===== src/inc/crs_pkg.sv =====
// constants, commands and register map for the core sequencer block
// assumes one core clock and an external instruction decoder
package crs_pkg;
	localparam int RF_N = 32; // working registers
	localparam int RF_AW = 5;
	localparam int DW = 8;
	localparam int AW = 16;
	localparam int IRQ_N = 8; // peripheral request lines
	localparam int IRQ_IW = 3;
	// pointer pairs start here (low byte of each pair)
	localparam logic [4:0] PTR_BASE = 5'h1A;
	localparam logic [16:0] RF_TOP = 17'h00020; // data space end of file
	// I/O offsets
	localparam logic [5:0] IO_SPL = 6'h3D;
	localparam logic [5:0] IO_SPH = 6'h3E;
	localparam logic [5:0] IO_STATUS_REGISTER = 6'h3F;
	localparam int GIE_BIT = 7;
	localparam logic [7:0] STATUS_REGISTER_RST = 8'h00;
	localparam logic [15:0] LAST_SRAM = 16'h08FF; // plain default
	localparam logic [15:0] BOOT_START = 16'h3800; // plain default
	localparam logic [15:0] VEC_STEP = 16'h0002;
	localparam logic [15:0] ONE16 = 16'h0001;
	localparam logic [15:0] TWO16 = 16'h0002;
	localparam logic [1:0] SEQ_CYC = 2'h3; // last step of a 4-cycle sequence
	localparam logic [1:0] STEP_LO = 2'h0;
	localparam logic [1:0] STEP_HI = 2'h1;
	localparam logic [1:0] STEP_CAP = 2'h2;
	typedef enum logic [2:0] {
		CMD_NONE, CMD_PUSH, CMD_POP, CMD_CALL, CMD_RET, CMD_RETURN_FROM_INTERRUPT, CMD_SEI,
		CMD_CLI
	} crs_cmd_t;
	typedef enum logic [1:0] {
		PM_PLAIN, PM_DISP, PM_POSTINC, PM_PREDEC
	} crs_pmode_t;
	typedef enum {ST_RUN, ST_ENTRY, ST_RETURN} crs_state_t;
endpackage


===== src/hdl/crs_core_seq.sv =====
// register file, pointer pairs, stack pointer and interrupt sequencer
// assumes a decoder issues one command per instruction end and stalls
// while seq_busy_q is high; stack memory reads return one cycle later
//
// Notes on behaviour
// RL1: file offers 8/8, two 8 with 8, two 8 with 16, 16/16 port sets
// RL2: the 32 registers occupy data addresses 0 to 31
// RL3: top six registers form three pointers with displacement, inc, dec
// RL4: stack grows downward; pointer marks the current top
// RL5: push/pop move by one; call, entry, return move by two
// RL6: reset loads stack pointer with the last SRAM address
// RL7: stack pointer is readable and writable as two I/O bytes
// RL8: software sets the stack pointer before calls or enabling requests
// RL9: core runs straight from sys_clk, never divided
// RL10: fetch overlaps execution, one instruction per clock at best
// RL11: two-operand operation reads, computes and writes back in one clock
// RL12: service needs individual enable and global enable both set
// RL13: vectors at lowest addresses; lower index wins, reset first
// RL14: relocate bit moves vectors, boot fuse moves reset vector
// RL15: boot lock settings suppress requests by program counter region
// RL16: entry clears global enable; return sets it again
// RL17: vectoring clears the flag; writing one clears it too
// RL18: masked flags stay pending, then serve in priority order
// RL19: level requests count only while the condition holds
// RL20: one main instruction runs after a return before the next entry
// RL21: status register is neither saved on entry nor restored
// RL22: global disable takes effect at once, even for same-cycle requests
// RL23: global enable is bit 7 of the status register
// RL24: entry and return each take four clocks moving two stack bytes
// RL25: after global enable the next instruction runs before service
`timescale 1ns/10ps
`default_nettype none
module crs_core_seq (
	input wire logic sys_clk,
	input wire logic rstn,
	// register file ports
	input wire logic [4:0] rd_a_addr,
	input wire logic rd_a_wide,
	input wire logic [4:0] rd_b_addr,
	input wire logic wb_en,
	input wire logic wb_wide,
	input wire logic [4:0] wb_addr,
	input wire logic [15:0] wb_data,
	output logic [15:0] rd_a_q,
	output logic [7:0] rd_b_q,
	// data space access into the file
	input wire logic ds_rd,
	input wire logic ds_wr,
	input wire logic [15:0] ds_addr,
	input wire logic [7:0] ds_wdata,
	output logic [7:0] ds_rdata_q,
	// pointer addressing
	input wire logic ptr_go,
	input wire logic [1:0] ptr_sel,
	input wire logic [1:0] ptr_mode,
	input wire logic [5:0] ptr_disp,
	output logic [15:0] ptr_addr_q,
	// I/O port
	input wire logic io_rd,
	input wire logic io_wr,
	input wire logic [5:0] io_addr,
	input wire logic [7:0] io_wdata,
	output logic [7:0] io_rdata_q,
	// instruction boundary and commands
	input wire logic instr_done,
	input wire logic [2:0] cmd,
	input wire logic [15:0] pc,
	input wire logic pc_in_boot,
	// stack memory
	input wire logic [7:0] stk_rdata,
	output logic stk_we_q,
	output logic stk_re_q,
	output logic [15:0] stk_addr_q,
	output logic [7:0] stk_wdata_q,
	output logic [15:0] stack_top_pointer_q,
	output logic [15:0] ret_pc_q,
	// interrupt sources and configuration
	input wire logic [7:0] flag_set,
	input wire logic [7:0] flag_clr,
	input wire logic [7:0] level_req,
	input wire logic [7:0] irq_en,
	input wire logic vector_relocate_bit,
	input wire logic boot_reset_fuse,
	input wire logic app_boot_lock_setting,
	input wire logic boot_section_lock_setting,
	output logic [7:0] flag_q,
	output logic irq_take_q,
	output logic [15:0] irq_vector_q,
	output logic [15:0] reset_vector_q,
	output logic seq_busy_q,
	output logic gie_q
);
	localparam int ENTRY_MIN = 4;
	localparam int ENTRY_MAX = 4;

	logic [7:0] rf_q [crs_pkg::RF_N];
	logic [15:0] sp_q, sp_d;
	logic [7:0] status_register_q;
	crs_pkg::crs_state_t st_q, st_d;
	logic [1:0] step_q;
	logic blk_q;

	// write port merge: write-back, then pointer update, then data space
	wire logic ds_hit = ({1'b0, ds_addr} < crs_pkg::RF_TOP);
	wire logic [4:0] ptr_lo = crs_pkg::PTR_BASE + {2'b00, ptr_sel, 1'b0};
	wire logic [15:0] ptr_val = {rf_q[ptr_lo + 5'h01], rf_q[ptr_lo]};
	wire logic [15:0] ptr_dec = ptr_val - crs_pkg::ONE16;
	wire logic [15:0] ptr_inc = ptr_val + crs_pkg::ONE16;
	wire logic ptr_upd = ptr_go && (ptr_mode == crs_pkg::PM_POSTINC ||
		ptr_mode == crs_pkg::PM_PREDEC);
	wire logic [15:0] ptr_eff = (ptr_mode == crs_pkg::PM_PREDEC) ? ptr_dec :
		(ptr_mode == crs_pkg::PM_DISP) ? ptr_val + {10'h000, ptr_disp} :
		ptr_val;
	wire logic [15:0] ptr_new = (ptr_mode == crs_pkg::PM_POSTINC) ?
		ptr_inc : ptr_dec;
	wire logic w_en = wb_en || ptr_upd || (ds_wr && ds_hit);
	wire logic w_wide = wb_en ? wb_wide : ptr_upd;
	wire logic [4:0] w_addr = wb_en ? wb_addr : ptr_upd ? ptr_lo :
		ds_addr[4:0];
	wire logic [15:0] w_data = wb_en ? wb_data : ptr_upd ? ptr_new :
		{8'h00, ds_wdata};

	// RL1: one write per entry
	// RL11: write lands at the same edge
	genvar gi;
	generate
		for (gi = 0; gi < crs_pkg::RF_N; gi++) begin : g_rf
			wire logic hit_lo = w_en && (w_addr == 5'(gi));
			wire logic hit_hi = w_en && w_wide &&
				(w_addr + 5'h01 == 5'(gi));
			always_ff @(posedge sys_clk or negedge rstn) begin
				if (!rstn)
					rf_q[gi] <= 8'h00;
				else if (hit_lo)
					rf_q[gi] <= w_data[7:0];
				else if (hit_hi)
					rf_q[gi] <= w_data[15:8];
			end
		end
	endgenerate

	// RL1: read ports, 16-bit read takes the pair
	wire logic [15:0] rd_a_d = rd_a_wide ?
		{rf_q[rd_a_addr + 5'h01], rf_q[rd_a_addr]} :
		{8'h00, rf_q[rd_a_addr]};
	always_ff @(posedge sys_clk or negedge rstn) begin
		if (!rstn) begin
			rd_a_q <= 16'h0000;
			rd_b_q <= 8'h00;
		end else begin
			rd_a_q <= rd_a_d;
			rd_b_q <= rf_q[rd_b_addr];
		end
	end

	// RL2: data space reads of low addresses hit the file
	// RL3: effective pointer address
	always_ff @(posedge sys_clk or negedge rstn) begin
		if (!rstn) begin
			ds_rdata_q <= 8'h00;
			ptr_addr_q <= 16'h0000;
		end else begin
			if (ds_rd)
				ds_rdata_q <= ds_hit ? rf_q[ds_addr[4:0]] : 8'h00;
			if (ptr_go)
				ptr_addr_q <= ptr_eff;
		end
	end

	// request selection
	wire logic [7:0] pend = (flag_q | level_req) & irq_en;
	logic [2:0] win;
	always_comb begin
		win = 3'h0;
		// RL13: lowest index found last wins
		for (int k = crs_pkg::IRQ_N - 1; k >= 0; k--) begin
			if (pend[k])
				win = k[2:0];
		end
	end
	// RL15: lock settings block requests from the protected side
	wire logic lock_off = (app_boot_lock_setting && !pc_in_boot &&
		vector_relocate_bit) || (boot_section_lock_setting &&
		pc_in_boot && !vector_relocate_bit);
	// RL12: global and individual enables
	// RL22: a same-cycle disable blocks entry
	// RL20: blocked right after a return
	// RL25: enable acts through the registered bit, one boundary late
	wire logic take = (st_q == crs_pkg::ST_RUN) && instr_done &&
		gie_q && (|pend) && !blk_q && !lock_off &&
		(cmd != crs_pkg::CMD_CLI);
	wire logic [15:0] vec_base = vector_relocate_bit ?
		crs_pkg::BOOT_START : 16'h0000;
	wire logic [15:0] win_vec = vec_base +
		crs_pkg::VEC_STEP * ({13'h0000, win} + crs_pkg::ONE16);
	// RL10: a command is accepted on every ST_RUN clock without a take
	wire logic cmd_ok = (st_q == crs_pkg::ST_RUN) && !take;

	// RL17: flags, set wins over vectoring and write-one clear
	// RL18: flags persist while masked
	// RL19: level requests have no flag
	generate
		for (gi = 0; gi < crs_pkg::IRQ_N; gi++) begin : g_flag
			wire logic ack = take && (win == 3'(gi));
			always_ff @(posedge sys_clk or negedge rstn) begin
				if (!rstn)
					flag_q[gi] <= 1'b0;
				else
					flag_q[gi] <= flag_set[gi] ||
						(flag_q[gi] && !flag_clr[gi] && !ack);
			end
		end
	endgenerate

	// sequencer state
	always_comb begin
		st_d = st_q;
		case (st_q)
			crs_pkg::ST_RUN: begin
				if (take)
					st_d = crs_pkg::ST_ENTRY;
				else if (cmd_ok && cmd == crs_pkg::CMD_RETURN_FROM_INTERRUPT)
					st_d = crs_pkg::ST_RETURN;
			end
			crs_pkg::ST_ENTRY, crs_pkg::ST_RETURN: begin
				if (step_q == crs_pkg::SEQ_CYC)
					st_d = crs_pkg::ST_RUN;
			end
			default: st_d = crs_pkg::ST_RUN;
		endcase
	end

	// RL4: stack pointer next value
	// RL5: moves by one or two
	always_comb begin
		sp_d = sp_q;
		if (st_q == crs_pkg::ST_ENTRY && step_q <= crs_pkg::STEP_HI)
			sp_d = sp_q - crs_pkg::ONE16;
		else if (st_q == crs_pkg::ST_RETURN && step_q <= crs_pkg::STEP_HI)
			sp_d = sp_q + crs_pkg::ONE16;
		else if (cmd_ok && cmd == crs_pkg::CMD_PUSH)
			sp_d = sp_q - crs_pkg::ONE16;
		else if (cmd_ok && cmd == crs_pkg::CMD_POP)
			sp_d = sp_q + crs_pkg::ONE16;
		else if (cmd_ok && cmd == crs_pkg::CMD_CALL)
			sp_d = sp_q - crs_pkg::TWO16;
		else if (cmd_ok && cmd == crs_pkg::CMD_RET)
			sp_d = sp_q + crs_pkg::TWO16;
		// RL7: I/O writes to the two bytes
		else if (io_wr && io_addr == crs_pkg::IO_SPL)
			sp_d = {sp_q[15:8], io_wdata};
		else if (io_wr && io_addr == crs_pkg::IO_SPH)
			sp_d = {io_wdata, sp_q[7:0]};
	end

	// RL6: reset value of the stack pointer
	// RL9: every register runs on undivided sys_clk
	always_ff @(posedge sys_clk or negedge rstn) begin
		if (!rstn) begin
			sp_q <= crs_pkg::LAST_SRAM;
			st_q <= crs_pkg::ST_RUN;
			step_q <= 2'h0;
		end else begin
			sp_q <= sp_d;
			st_q <= st_d;
			step_q <= (st_q == crs_pkg::ST_RUN) ? 2'h0 : step_q + 2'h1;
		end
	end

	// RL16: entry clears, return end and enable command set
	// RL23: global enable is bit 7
	// RL21: status register is never pushed or popped
	always_ff @(posedge sys_clk or negedge rstn) begin
		if (!rstn)
			status_register_q <= crs_pkg::STATUS_REGISTER_RST;
		else if (take)
			status_register_q[crs_pkg::GIE_BIT] <= 1'b0;
		else if (st_q == crs_pkg::ST_RETURN && step_q == crs_pkg::SEQ_CYC)
			status_register_q[crs_pkg::GIE_BIT] <= 1'b1;
		else if (cmd_ok && cmd == crs_pkg::CMD_SEI)
			status_register_q[crs_pkg::GIE_BIT] <= 1'b1;
		else if (cmd_ok && cmd == crs_pkg::CMD_CLI)
			status_register_q[crs_pkg::GIE_BIT] <= 1'b0;
		else if (io_wr && io_addr == crs_pkg::IO_STATUS_REGISTER)
			status_register_q <= io_wdata;
	end
	assign gie_q = status_register_q[crs_pkg::GIE_BIT];

	// RL20: hold off one boundary after a return
	always_ff @(posedge sys_clk or negedge rstn) begin
		if (!rstn)
			blk_q <= 1'b0;
		else if (st_q == crs_pkg::ST_RETURN && step_q == crs_pkg::SEQ_CYC)
			blk_q <= 1'b1;
		else if (instr_done)
			blk_q <= 1'b0;
	end

	// RL24: stack traffic of the four-cycle sequences
	// RL13: vector of the winner, reset vector from the fuse
	// RL14: relocation of both vectors
	always_ff @(posedge sys_clk or negedge rstn) begin
		if (!rstn) begin
			stk_we_q <= 1'b0;
			stk_re_q <= 1'b0;
			stk_addr_q <= 16'h0000;
			stk_wdata_q <= 8'h00;
			ret_pc_q <= 16'h0000;
			irq_take_q <= 1'b0;
			irq_vector_q <= 16'h0000;
			reset_vector_q <= 16'h0000;
			seq_busy_q <= 1'b0;
		end else begin
			irq_take_q <= take;
			seq_busy_q <= (st_d != crs_pkg::ST_RUN);
			reset_vector_q <= boot_reset_fuse ? crs_pkg::BOOT_START :
				16'h0000;
			if (take)
				irq_vector_q <= win_vec;
			stk_we_q <= (st_q == crs_pkg::ST_ENTRY) &&
				(step_q <= crs_pkg::STEP_HI);
			stk_re_q <= (st_q == crs_pkg::ST_RETURN) &&
				(step_q <= crs_pkg::STEP_HI);
			if (st_q == crs_pkg::ST_ENTRY)
				stk_addr_q <= sp_q;
			else if (st_q == crs_pkg::ST_RETURN)
				stk_addr_q <= sp_q + crs_pkg::ONE16;
			stk_wdata_q <= (step_q == crs_pkg::STEP_LO) ? pc[7:0] : pc[15:8];
			// read data lands a cycle after the strobe; high byte first
			if (st_q == crs_pkg::ST_RETURN && step_q == crs_pkg::STEP_CAP)
				ret_pc_q[15:8] <= stk_rdata;
			if (st_q == crs_pkg::ST_RETURN && step_q == crs_pkg::SEQ_CYC)
				ret_pc_q[7:0] <= stk_rdata;
		end
	end
	assign stack_top_pointer_q = sp_q;

	// RL7: I/O read-back
	always_ff @(posedge sys_clk or negedge rstn) begin
		if (!rstn)
			io_rdata_q <= 8'h00;
		else if (io_rd)
			io_rdata_q <= (io_addr == crs_pkg::IO_SPL) ? sp_q[7:0] :
				(io_addr == crs_pkg::IO_SPH) ? sp_q[15:8] :
				(io_addr == crs_pkg::IO_STATUS_REGISTER) ? status_register_q : 8'h00;
	end
endmodule
`default_nettype wire


===== config.mk =====
export PLATFORM = sky130hd
export DESIGN_NAME = crs_core_seq
export DESIGN_NICKNAME = d
export VERILOG_FILES = /design/src/inc/crs_pkg.sv /design/src/hdl/crs_core_seq.sv
export SDC_FILE = /design/constraint.sdc
export NUM_CORES = 1
export LEC_CHECK = 0
export BUFFER_PORTS_ARGS = -buffer_cell sky130_fd_sc_hd__buf_2
export CAP_MARGIN = 10
export CELL_PAD_IN_SITES_DETAIL_PLACEMENT = 2
export CELL_PAD_IN_SITES_GLOBAL_PLACEMENT = 2
export CORE_ASPECT_RATIO = 0.75
export CORE_MARGIN = 10
export CORE_UTILIZATION = 29
export DETAILED_ROUTE_END_ITERATION = 10
export GPL_TIMING_DRIVEN = 0
export PLACE_DENSITY_LB_ADDON = 0.1
export RECOVER_POWER = 100
export SLEW_MARGIN = 20
export SYNTH_ARGS = -nofsm -noshare
export SYNTH_HDL_FRONTEND = slang
export SYNTH_SLANG_ARGS = --single-unit
export TNS_END_PERCENT = 50

===== constraint.sdc =====
create_clock -name sys_clk -period 9.7 [get_ports sys_clk]
set_input_delay 1.455 -clock sys_clk [delete_from_list [all_inputs] [get_ports sys_clk]]
set_output_delay 1.455 -clock sys_clk [all_outputs]
set_load 0.05 [all_outputs]

==> Yosys cells after proc, flatten, opt, wreduce, memory -nomap -nowiden <==
Index checks and enable logic that the tools add are counted.
{ "totals": {"output_inout_bits": 157, "word_cells": 511, "in_bits": 154, "register_bits": 453} }
{ "classes": {"bitwise_logic": 12, "muxes": 128, "magnitude_cmp": 8, "n_eq_ne": 90, "n_reduce_logical": 197, "add_sub_neg": 14} }
{ "op_table": {"columns": ["operator", "count"], "rows": [
  ["8-bit two-way mux", 82],
  ["16-bit two-way mux", 16],
  ["8-bit binary-select mux with 5-bit select", 6],
  ["5-bit equality test (second input constant)", 32],
  ["1-bit logical AND", 116],
  ["32-bit two-way mux", 3],
  ["5-bit by 4-bit equality test with 1-bit output (second input constant)", 16],
  ["2-bit nonzero test", 34],
  ["32-bit by 2-bit equality test with 1-bit output (second input constant)", 2],
  ["32-bit zero test", 2],
  ["32-bit one-hot mux with 2 select lines", 1],
  ["5-bit by 3-bit equality test with 1-bit output (second input constant)", 8],
  ["6-bit >= comparator (second input constant)", 6],
  ["5-bit NOT with 6-bit output", 6],
  ["16-bit by 1-bit adder with 16-bit output (second input constant)", 2],
  ["32-bit by 1-bit equality test with 1-bit output (second input constant)", 1],
  ["32-bit by 3-bit equality test with 1-bit output (second input constant)", 1],
  ["32-bit nonzero test", 1],
  ["16-bit by 1-bit subtractor with 16-bit output (second input constant)", 2],
  ["14-bit two-way mux", 2],
  ["3-bit equality test (second input constant)", 8],
  ["3-bit two-way mux", 8],
  ["1-bit zero test", 21],
  ["5-bit by 2-bit equality test with 1-bit output (second input constant)", 4],
  ["34 further kinds", 69]
]} }

==> Logic depth before layout (Yosys ltp) <==
Gate-level depths: netlist (run 1).
{ "logic_depth": {"depth_word": 16, "ltp_mapped": 18, "mapped_depth_nobuf": 14} }

==> Worst setup path before layout (run 1) <==
Ideal clock, no wire load.
{ "synth_path": {"path_kind": "in2reg", "from": "input port ptr_sel[0]", "to": "register rf_q[115] (netlist bit)", "setup_ns": 0.142, "arrival_time_ns": 4.621, "path_buffers": 7, "setup_slack_ns": 4.936, "path_stages": 17, "required_time_ns": 9.558, "cell_sequence": "ha_1 -> buf_6 -> buf_12 -> buf_6 -> buf_6 -> buf_6 -> and3b_1 -> o31ai_1 -> nand2b_1 -> nor2_1 -> ha_1 -> and2_1 -> clkbuf_1 -> clkbuf_1 -> a21oi_1 -> a21oi_1 -> o221ai_1"} }
{ "synth_via": {"elab_chain_len": 12, "elab_cells_between_ends": 25, "classes_between": "add/sub: 5; eq/ne: 2; mux: 13; bitwise: 2; reduce/logical: 3"} }
{ "synth_lines": {"columns": ["item", "line", "source"], "rows": [
  ["start: declaration", "crs_core_seq.sv:54", "input wire logic [1:0] ptr_sel,"],
  ["4-bit by 4-bit adder with 5-bit output (*)", "crs_core_seq.sv:105", "wire logic [4:0] ptr_lo = crs_pkg::PTR_BASE + {2'b00, ptr_sel, 1'b0};"],
  ["5-bit by 1-bit adder with 5-bit output", "crs_core_seq.sv:106", "wire logic [15:0] ptr_val = {rf_q[ptr_lo + 5'h01], rf_q[ptr_lo]};"],
  ["5-bit NOT with 6-bit output (implied by the code)", "crs_core_seq.sv:106", null],
  ["8-bit binary-select mux with 5-bit select", "crs_core_seq.sv:106", null],
  ["8-bit two-way mux (implied by the code) (2 in a row)", "crs_core_seq.sv:106", null],
  ["16-bit by 1-bit subtractor with 16-bit output / 16-bit by 1-bit adder with 16-bit output (equally long branches)", "crs_core_seq.sv:107, crs_core_seq.sv:108", null],
  ["16-bit two-way mux", "crs_core_seq.sv:114", "wire logic [15:0] ptr_new = (ptr_mode == crs_pkg::PM_POSTINC) ?"],
  ["16-bit two-way mux (2 in a row)", "crs_core_seq.sv:120", "wire logic [15:0] w_data = wb_en ? wb_data : ptr_upd ? ptr_new :"],
  ["8-bit two-way mux", "crs_core_seq.sv:136", "else if (hit_hi)"],
  ["8-bit two-way mux", "crs_core_seq.sv:134", "else if (hit_lo)"],
  ["end signal: indexed assignment", "crs_core_seq.sv:135", "rf_q[gi] <= w_data[7:0];"],
  ["end signal: indexed assignment", "crs_core_seq.sv:137", "rf_q[gi] <= w_data[15:8];"],
  ["end: declaration", "crs_core_seq.sv:96", "logic [7:0] rf_q [crs_pkg::RF_N];"]
]} }
Every way passes the cells marked *; elsewhere a longest branch is shown, timed or not. The select of a mux whose other input is x is not followed.
A chain may end at the register's enable or synchronous reset.

==> Final worst setup path (run 1) <==
{ "layout_path": {"from": "input port ptr_sel[0]", "to": "register rf_q[74] (netlist bit)"} }
Same word-level chain as after synthesis.

==> impl_metrics.yaml, run 1 <==
final_layout:
  ff_latch_area_um2: 10700
  multi_input_area_um2: 18800
  final_cell_mix: "dfrtp_1 (420), nand2_1 (367), mux4_2 (333)"
  area_growth_pct: 16.6
  num-fill-cells: 11400
  design_area_um2: 35800
  final_core_util: 0.340
  nNetsFinal: 3357
  final_common_cell: "dfrtp_1"
  drive_gt1_frac: 0.235
global_routing:
  grt_usage: 0.332
  antenna_found_initial: 31
  grt_pass1_vias: 31200
  grt_start_max_net_pins: 97
  grt_overflow: 0
  grt_pass1_wl_um: 277000
setup_path:
  r2r_cells: 10
  path_delay_family: "buffers and inverters"
  cp_num_buf_inv: 5
  cp.required_ns: 10.16
  critPathArrivalTime_ns: 8.78
  worstSetupPathType: "primary input to flop"
  path_depth: 13
  cp-start-kind: "primary input"
  cp_max_fo: 10
  cpMaxStageDelayCell: "a221oi_1"
  crit_path_cell_trace: "clkbuf_1 -> ha_1 -> clkbuf_1 -> clkbuf_1 -> mux2i_1 -> inv_1 -> ha_1 -> nand3_1 -> nor4_1 -> a21o_1 -> a221oi_1 -> clkbuf_1 -> o21ai_0"
  setup.worst_path.end_class: "flop"
  crit_top_cell: "clkbuf_1"
  cp_slowest_stage_delay_ns: 1.63
synth:
  yosysWarnings: 0
  synth_edf_count: 0
  syn-cell-area_um2: 30700
  syn_inst: 2781
  ys_seq_area_frac: 0.350
  syn_area_per_cell_um2: 11.1
  async_flop_share: 1.00
  synth.distinct_cells: 93
  synth_ff_type: "dfrtp_1"
  ys_seq_elements: 429
route:
  first_pass_iters: 5
  via_per_inst: 6.76
  drtAntennaViolNets: 0
  vias: 31400
  initialDrtViolationCount: 4495
  drc_errors: 0
  wirelength_um: 206000
  wl_per_cell_um: 44.4
status:
  violations: "max-capacitance violations, max-slew violations"
  status: "complete, but fails checks"
die:
  fp-row-count: 103
  die_width_um: 396
  dieArea_um2: 120000
  die_h_um: 302
  core_area_um2: 105000
  ios: 311
  start_util: 0.292
clock_network:
  numCtsBuffers: 51
  postCtsSetupBuffers: 0
  cts_tree: "yes"
  path_clk_slew_ns: 0.07
  clock_sinks: 429
  ctsHoldBuffers: 0
  root_buffer: "clkbuf_16"
  cts.path.max_buffers: 3
  clk_latency_ns: 0.66
  cts_resized: 0
  cts_max_level: 2
pwr:
  power_density_nw_per_um2: 275
  power.leakage_nw: 13.9
  max-vdd-ir-drop_mv: 0.141
  finalPower_w: 0.00985
place:
  place.gp.congestion: 1.05
  place_ws_ns: 2.11
  dp_hpwl_um: 162000
  portBuffers: 273
  postPlaceCellArea_um2: 34500
sta:
  skew_ns: 0.0549
  worst_pin_slew_ns: 4.92
  period_needed_ns: 8.32
  setup_viol: 0
  rsz0062_at_grt: "false"
  hold_viol: 0
  fin_crit_sh: 0.858
  worst_slack_ns: 1.38
  slew_violations: 268
  max-slew-margin-rel: -2.28
  fmax_ghz: 0.120
  tns_ns: 0
min_path:
  hold_depth: 2
  hp-class: "flop to flop"
job:
  drv_cap: 8
[worst paths after layout]
path | startpoint | to | slack (ns)
max | ptr_sel[0] | rf_q[74] | 1.38
min | stk_addr_q[14] | stk_addr_q[14] | 0.48
max reg2reg | rf_q[201] | rf_q[74] | 3.06
min reg2reg | stk_addr_q[14] | stk_addr_q[14] | 0.48
max in group asynchronous | rstn | status_register_q[6] | 2.49
min in group asynchronous | rstn | reset_vector_q[12] | 1.42
[stage by stage]
step / hold slack [ns] / cells
5_1_grt: 0.518 / 4639
3_3_place_gp: 0.458 / 4522
4_1_cts: 0.482 / 4633
2_1_floorplan: 0.460 / 2832
6_report: 0.478 / 4648
3_5_place_dp: 0.461 / 4538
[worst min-delay path: cells and delay by family, from the launching register on]
family / cells / cell delay (ns)
and+or+nand+nor: 2 / 0.10
DFF: 1 / 0.34
[routing by layer]
metal | GRT usage | wire length [um] | vias to the layer above
li1 | - | - | 11700
met1 | 0.473 | 88300 | 16900
met2 | 0.425 | 77400 | 2378
met3 | 0.174 | 33300 | 364
met4 | 0.0961 | 6860 | 18
met5 | 0.0119 | 426 | -
[Yosys cell counts (all sizes together), types with 9 or more instances]
cell type | number | area (um^2)
a211oi | 17 | 128
a21oi | 121 | 609
a22oi | 110 | 831
a31o | 9 | 78.8
a31oi | 14 | 87.6
a41oi | 11 | 104
and2 | 18 | 113
and3 | 26 | 163
buf | 102 | 616
clkbuf | 141 | 529
dfrtp | 420 | 10500
dfstp | 9 | 236
ha | 27 | 338
inv | 51 | 191
mux2 | 63 | 717
mux2i | 51 | 527
mux4 | 345 | 7810
nand2 | 367 | 1380
nand2b | 19 | 119
nand3 | 50 | 250
nand4 | 19 | 119
nor2 | 167 | 627
nor2b | 22 | 138
nor3 | 29 | 156
nor4 | 26 | 163
o211ai | 19 | 143
o21ai | 171 | 856
o221ai | 148 | 1470
o22ai | 27 | 169
or2 | 11 | 71.3
or3 | 11 | 68.8
xnor2 | 34 | 298
xor2 | 17 | 149
[registers in the layout, summed over array words and instances, names as in the netlist, 16 cells and up]
register	count
ptr_addr_q	16
rd_a_q	16
ret_pc_q	16
rf_q	256
st_q	32
stack_top_pointer_q	16
stk_addr_q	16
[area by class of cell]
cell class	count	share of cell area
multi-input combinational	2108	0.523
sequential	429	0.300
tap	1417	0.0495
clock buffer	74	0.0414
timing repair buffer	290	0.0378
buffer	243	0.0324
clock inverter	21	0.00939
inverter	52	0.00545
antenna	14	0.000977
[power breakdown]
| part | switching, W | leakage (nW) | internal (W) |
|---|---|---|---|
| clock network | 0.000903 | 0.885 | 0.00125 |
| logic | 0.00233 | 7.60 | 0.00157 |
| registers | 0.00152 | 5.46 | 0.00228 |
[cells by family (layout without fill, tap and decap cells)]
group | count (synthesis) | count (layout) | synth area share
xor gates and xnor gates | 51 | 51 | 0.0145
AOI/OAI and AO/OA | 722 | 722 | 0.168
adders and majority gates | 28 | 28 | 0.0116
muxes | 459 | 459 | 0.295
other | 1 | 66 | 0.000122
buffers and inverters | 295 | 680 | 0.0436
and+or+nand+nor | 796 | 796 | 0.118
DFF | 429 | 429 | 0.350
No activity file was read; power rests on OpenSTA's default activity.
==> inputs of run 2 (changes only) <==
Settings changed: CELL_PAD_IN_SITES_DETAIL_PLACEMENT 2 to 0, CORE_MARGIN 10 to 1.
==> impl_metrics.yaml, run 2 (synthesized netlist as in run 1, its figures left out) <==
status:
  status: "complete, but fails checks"
  violations: "max-capacitance violations, max-slew violations"
final_layout:
  num-fill-cells: 10800
  largest_register_ffs: 256
  top_regs: "rf_q x256, st_q x32"
  design_area_um2: 35900
  final_cell_mix: "dfrtp_1 (420), nand2_1 (367), mux4_2 (333)"
  drive_gt1_frac: 0.239
  area_growth_pct: 16.7
  nNetsFinal: 3359
  final_common_cell: "dfrtp_1"
  top_register: "rf_q"
route:
  m1WireLength_um: 84600
  wl_per_cell_um: 41.6
  drtAntennaViolNets: 0
  via_per_inst: 6.60
  wl_met3_um: 32000
  vias: 30600
  top_layer: "met5"
  first_pass_iters: 6
  wl_met2_um: 69300
  initialDrtViolationCount: 5033
  drc_errors: 0
  wirelength_um: 193000
pwr:
  max-vdd-ir-drop_mv: 0.139
  power_density_nw_per_um2: 268
  power.leakage_nw: 13.9
clock_network:
  clk_latency_ns: 0.67
  cts_resized: 0
  ctsHoldBuffers: 0
  root_buffer: "clkbuf_16"
  path_clk_slew_ns: 0.06
  cts.path.max_buffers: 3
  clock_sinks: 429
  numCtsBuffers: 51
  postCtsSetupBuffers: 0
  cts_max_level: 2
  cts_tree: "yes"
die:
  start_util: 0.292
  core_area_um2: 105000
  die_h_um: 284
  die_width_um: 378
  fp-row-count: 103
  dieArea_um2: 107000
  ios: 311
sta:
  fmax_ghz: 0.123
  period_needed_ns: 8.11
  slew_violations: 260
  hold_viol: 0
  skew_ns: 0.0545
  max-slew-margin-rel: -2.42
  fin_crit_sh: 0.836
  setup_viol: 0
  rsz0062_at_grt: "false"
  finalHoldWorstSlack_ns: 0.469
  worst_pin_slew_ns: 5.13
setup_path:
  cp_max_fo: 10
  cp.required_ns: 10.18
  setup.worst_path.end_class: "flop"
  critPathArrivalTime_ns: 8.59
  worstSetupPathType: "primary input to flop"
  cp-start-kind: "primary input"
place:
  place.gp.congestion: 1.05
  dp_hpwl_um: 151000
  postPlaceCellArea_um2: 34500
  portBuffers: 273
min_path:
  hp-class: "flop to flop"
global_routing:
  grt_usage: 0.353
  grt_pass1_wl_um: 257000
  antenna_found_initial: 17
  grt_start_max_net_pins: 95
  grt_pass1_vias: 28600
  grt_overflow: 0
job:
  drv_cap: 8
[run 2: cell types whose count changed in the layout (fill, tap and decap cells not counted), moves of 4 or more]
cell,delta
nor2_1,-5
clkbuf_8,+4
bufinv_16,-4
nor2_2,+5
mux2_2,-4
clkbuf_1,-4
clkbuf_2,+4
mux2_1,+4
[run 2: critical path: stages]
cell and delay (ns):
clkbuf_1 0.13, ha_1 0.33, clkbuf_1 0.66, clkbuf_1 0.80, mux2i_1 1.22, inv_1 0.24, nor3_1 1.26, a21oi_1 0.23
a211oi_1 0.47, clkbuf_1 0.65, clkbuf_1 0.88, o221ai_1 0.22
[run 2: metrics by stage]
step / TNS [ns] / setup WS, ns / std cells / total power, W / utilization
floorplan: 0 / 4.94 / 2832 / 0.00523 / -
global placement: -802.11 / -2.03 / 4522 / 0.00723 / 0.324
detailed placement: 0 / 2.56 / 4541 / 0.00730 / 0.328
CTS: 0 / 3.22 / 4632 / 0.00937 / 0.345
global route: 0 / 1.48 / 4632 / 0.00974 / 0.341
finish: 0 / 1.59 / 4644 / 0.00961 / 0.341
[run 2: worst paths after layout]
path | from | endpoint | slack, ns | cells after the start
min reg2reg | stk_addr_q[1] | stk_addr_q[1] | 0.47 | 2
max | ptr_sel[0] | rf_q[227] | 1.59 | 12
min in group asynchronous | rstn | flag_q[0] | 1.28 | 1
max in group asynchronous | rstn | st_q[29] | 2.75 | 2
max reg2reg | rf_q[201] | rf_q[227] | 3.34 | 9
min | stk_addr_q[1] | stk_addr_q[1] | 0.47 | 2
[run 2: metal layers]
layer / global-route usage / vias up
met5: 0 / -
met4: 0.115 / 6
met3: 0.192 / 355
met2: 0.424 / 2442
met1: 0.518 / 16100
li1: - / 11700
[run 2: area by class of cell]
cell class / count / area (um^2) / share of cell area
buffer: 243 / 1170 / 0.0325
multi-input combinational: 2108 / 18800 / 0.524
clock buffer: 77 / 1540 / 0.0428
tap: 1417 / 1770 / 0.0494
timing repair buffer: 292 / 1430 / 0.0399
clock inverter: 14 / 199 / 0.00554
inverter: 52 / 195 / 0.00544
sequential: 429 / 10700 / 0.299
antenna: 12 / 30.0 / 0.000837
[run 2: power breakdown]
group          internal (W)  switching [W]  total, W
Clock               0.00117       0.000871   0.00204
Sequential          0.00228        0.00137   0.00366
Combinational       0.00157        0.00233   0.00390
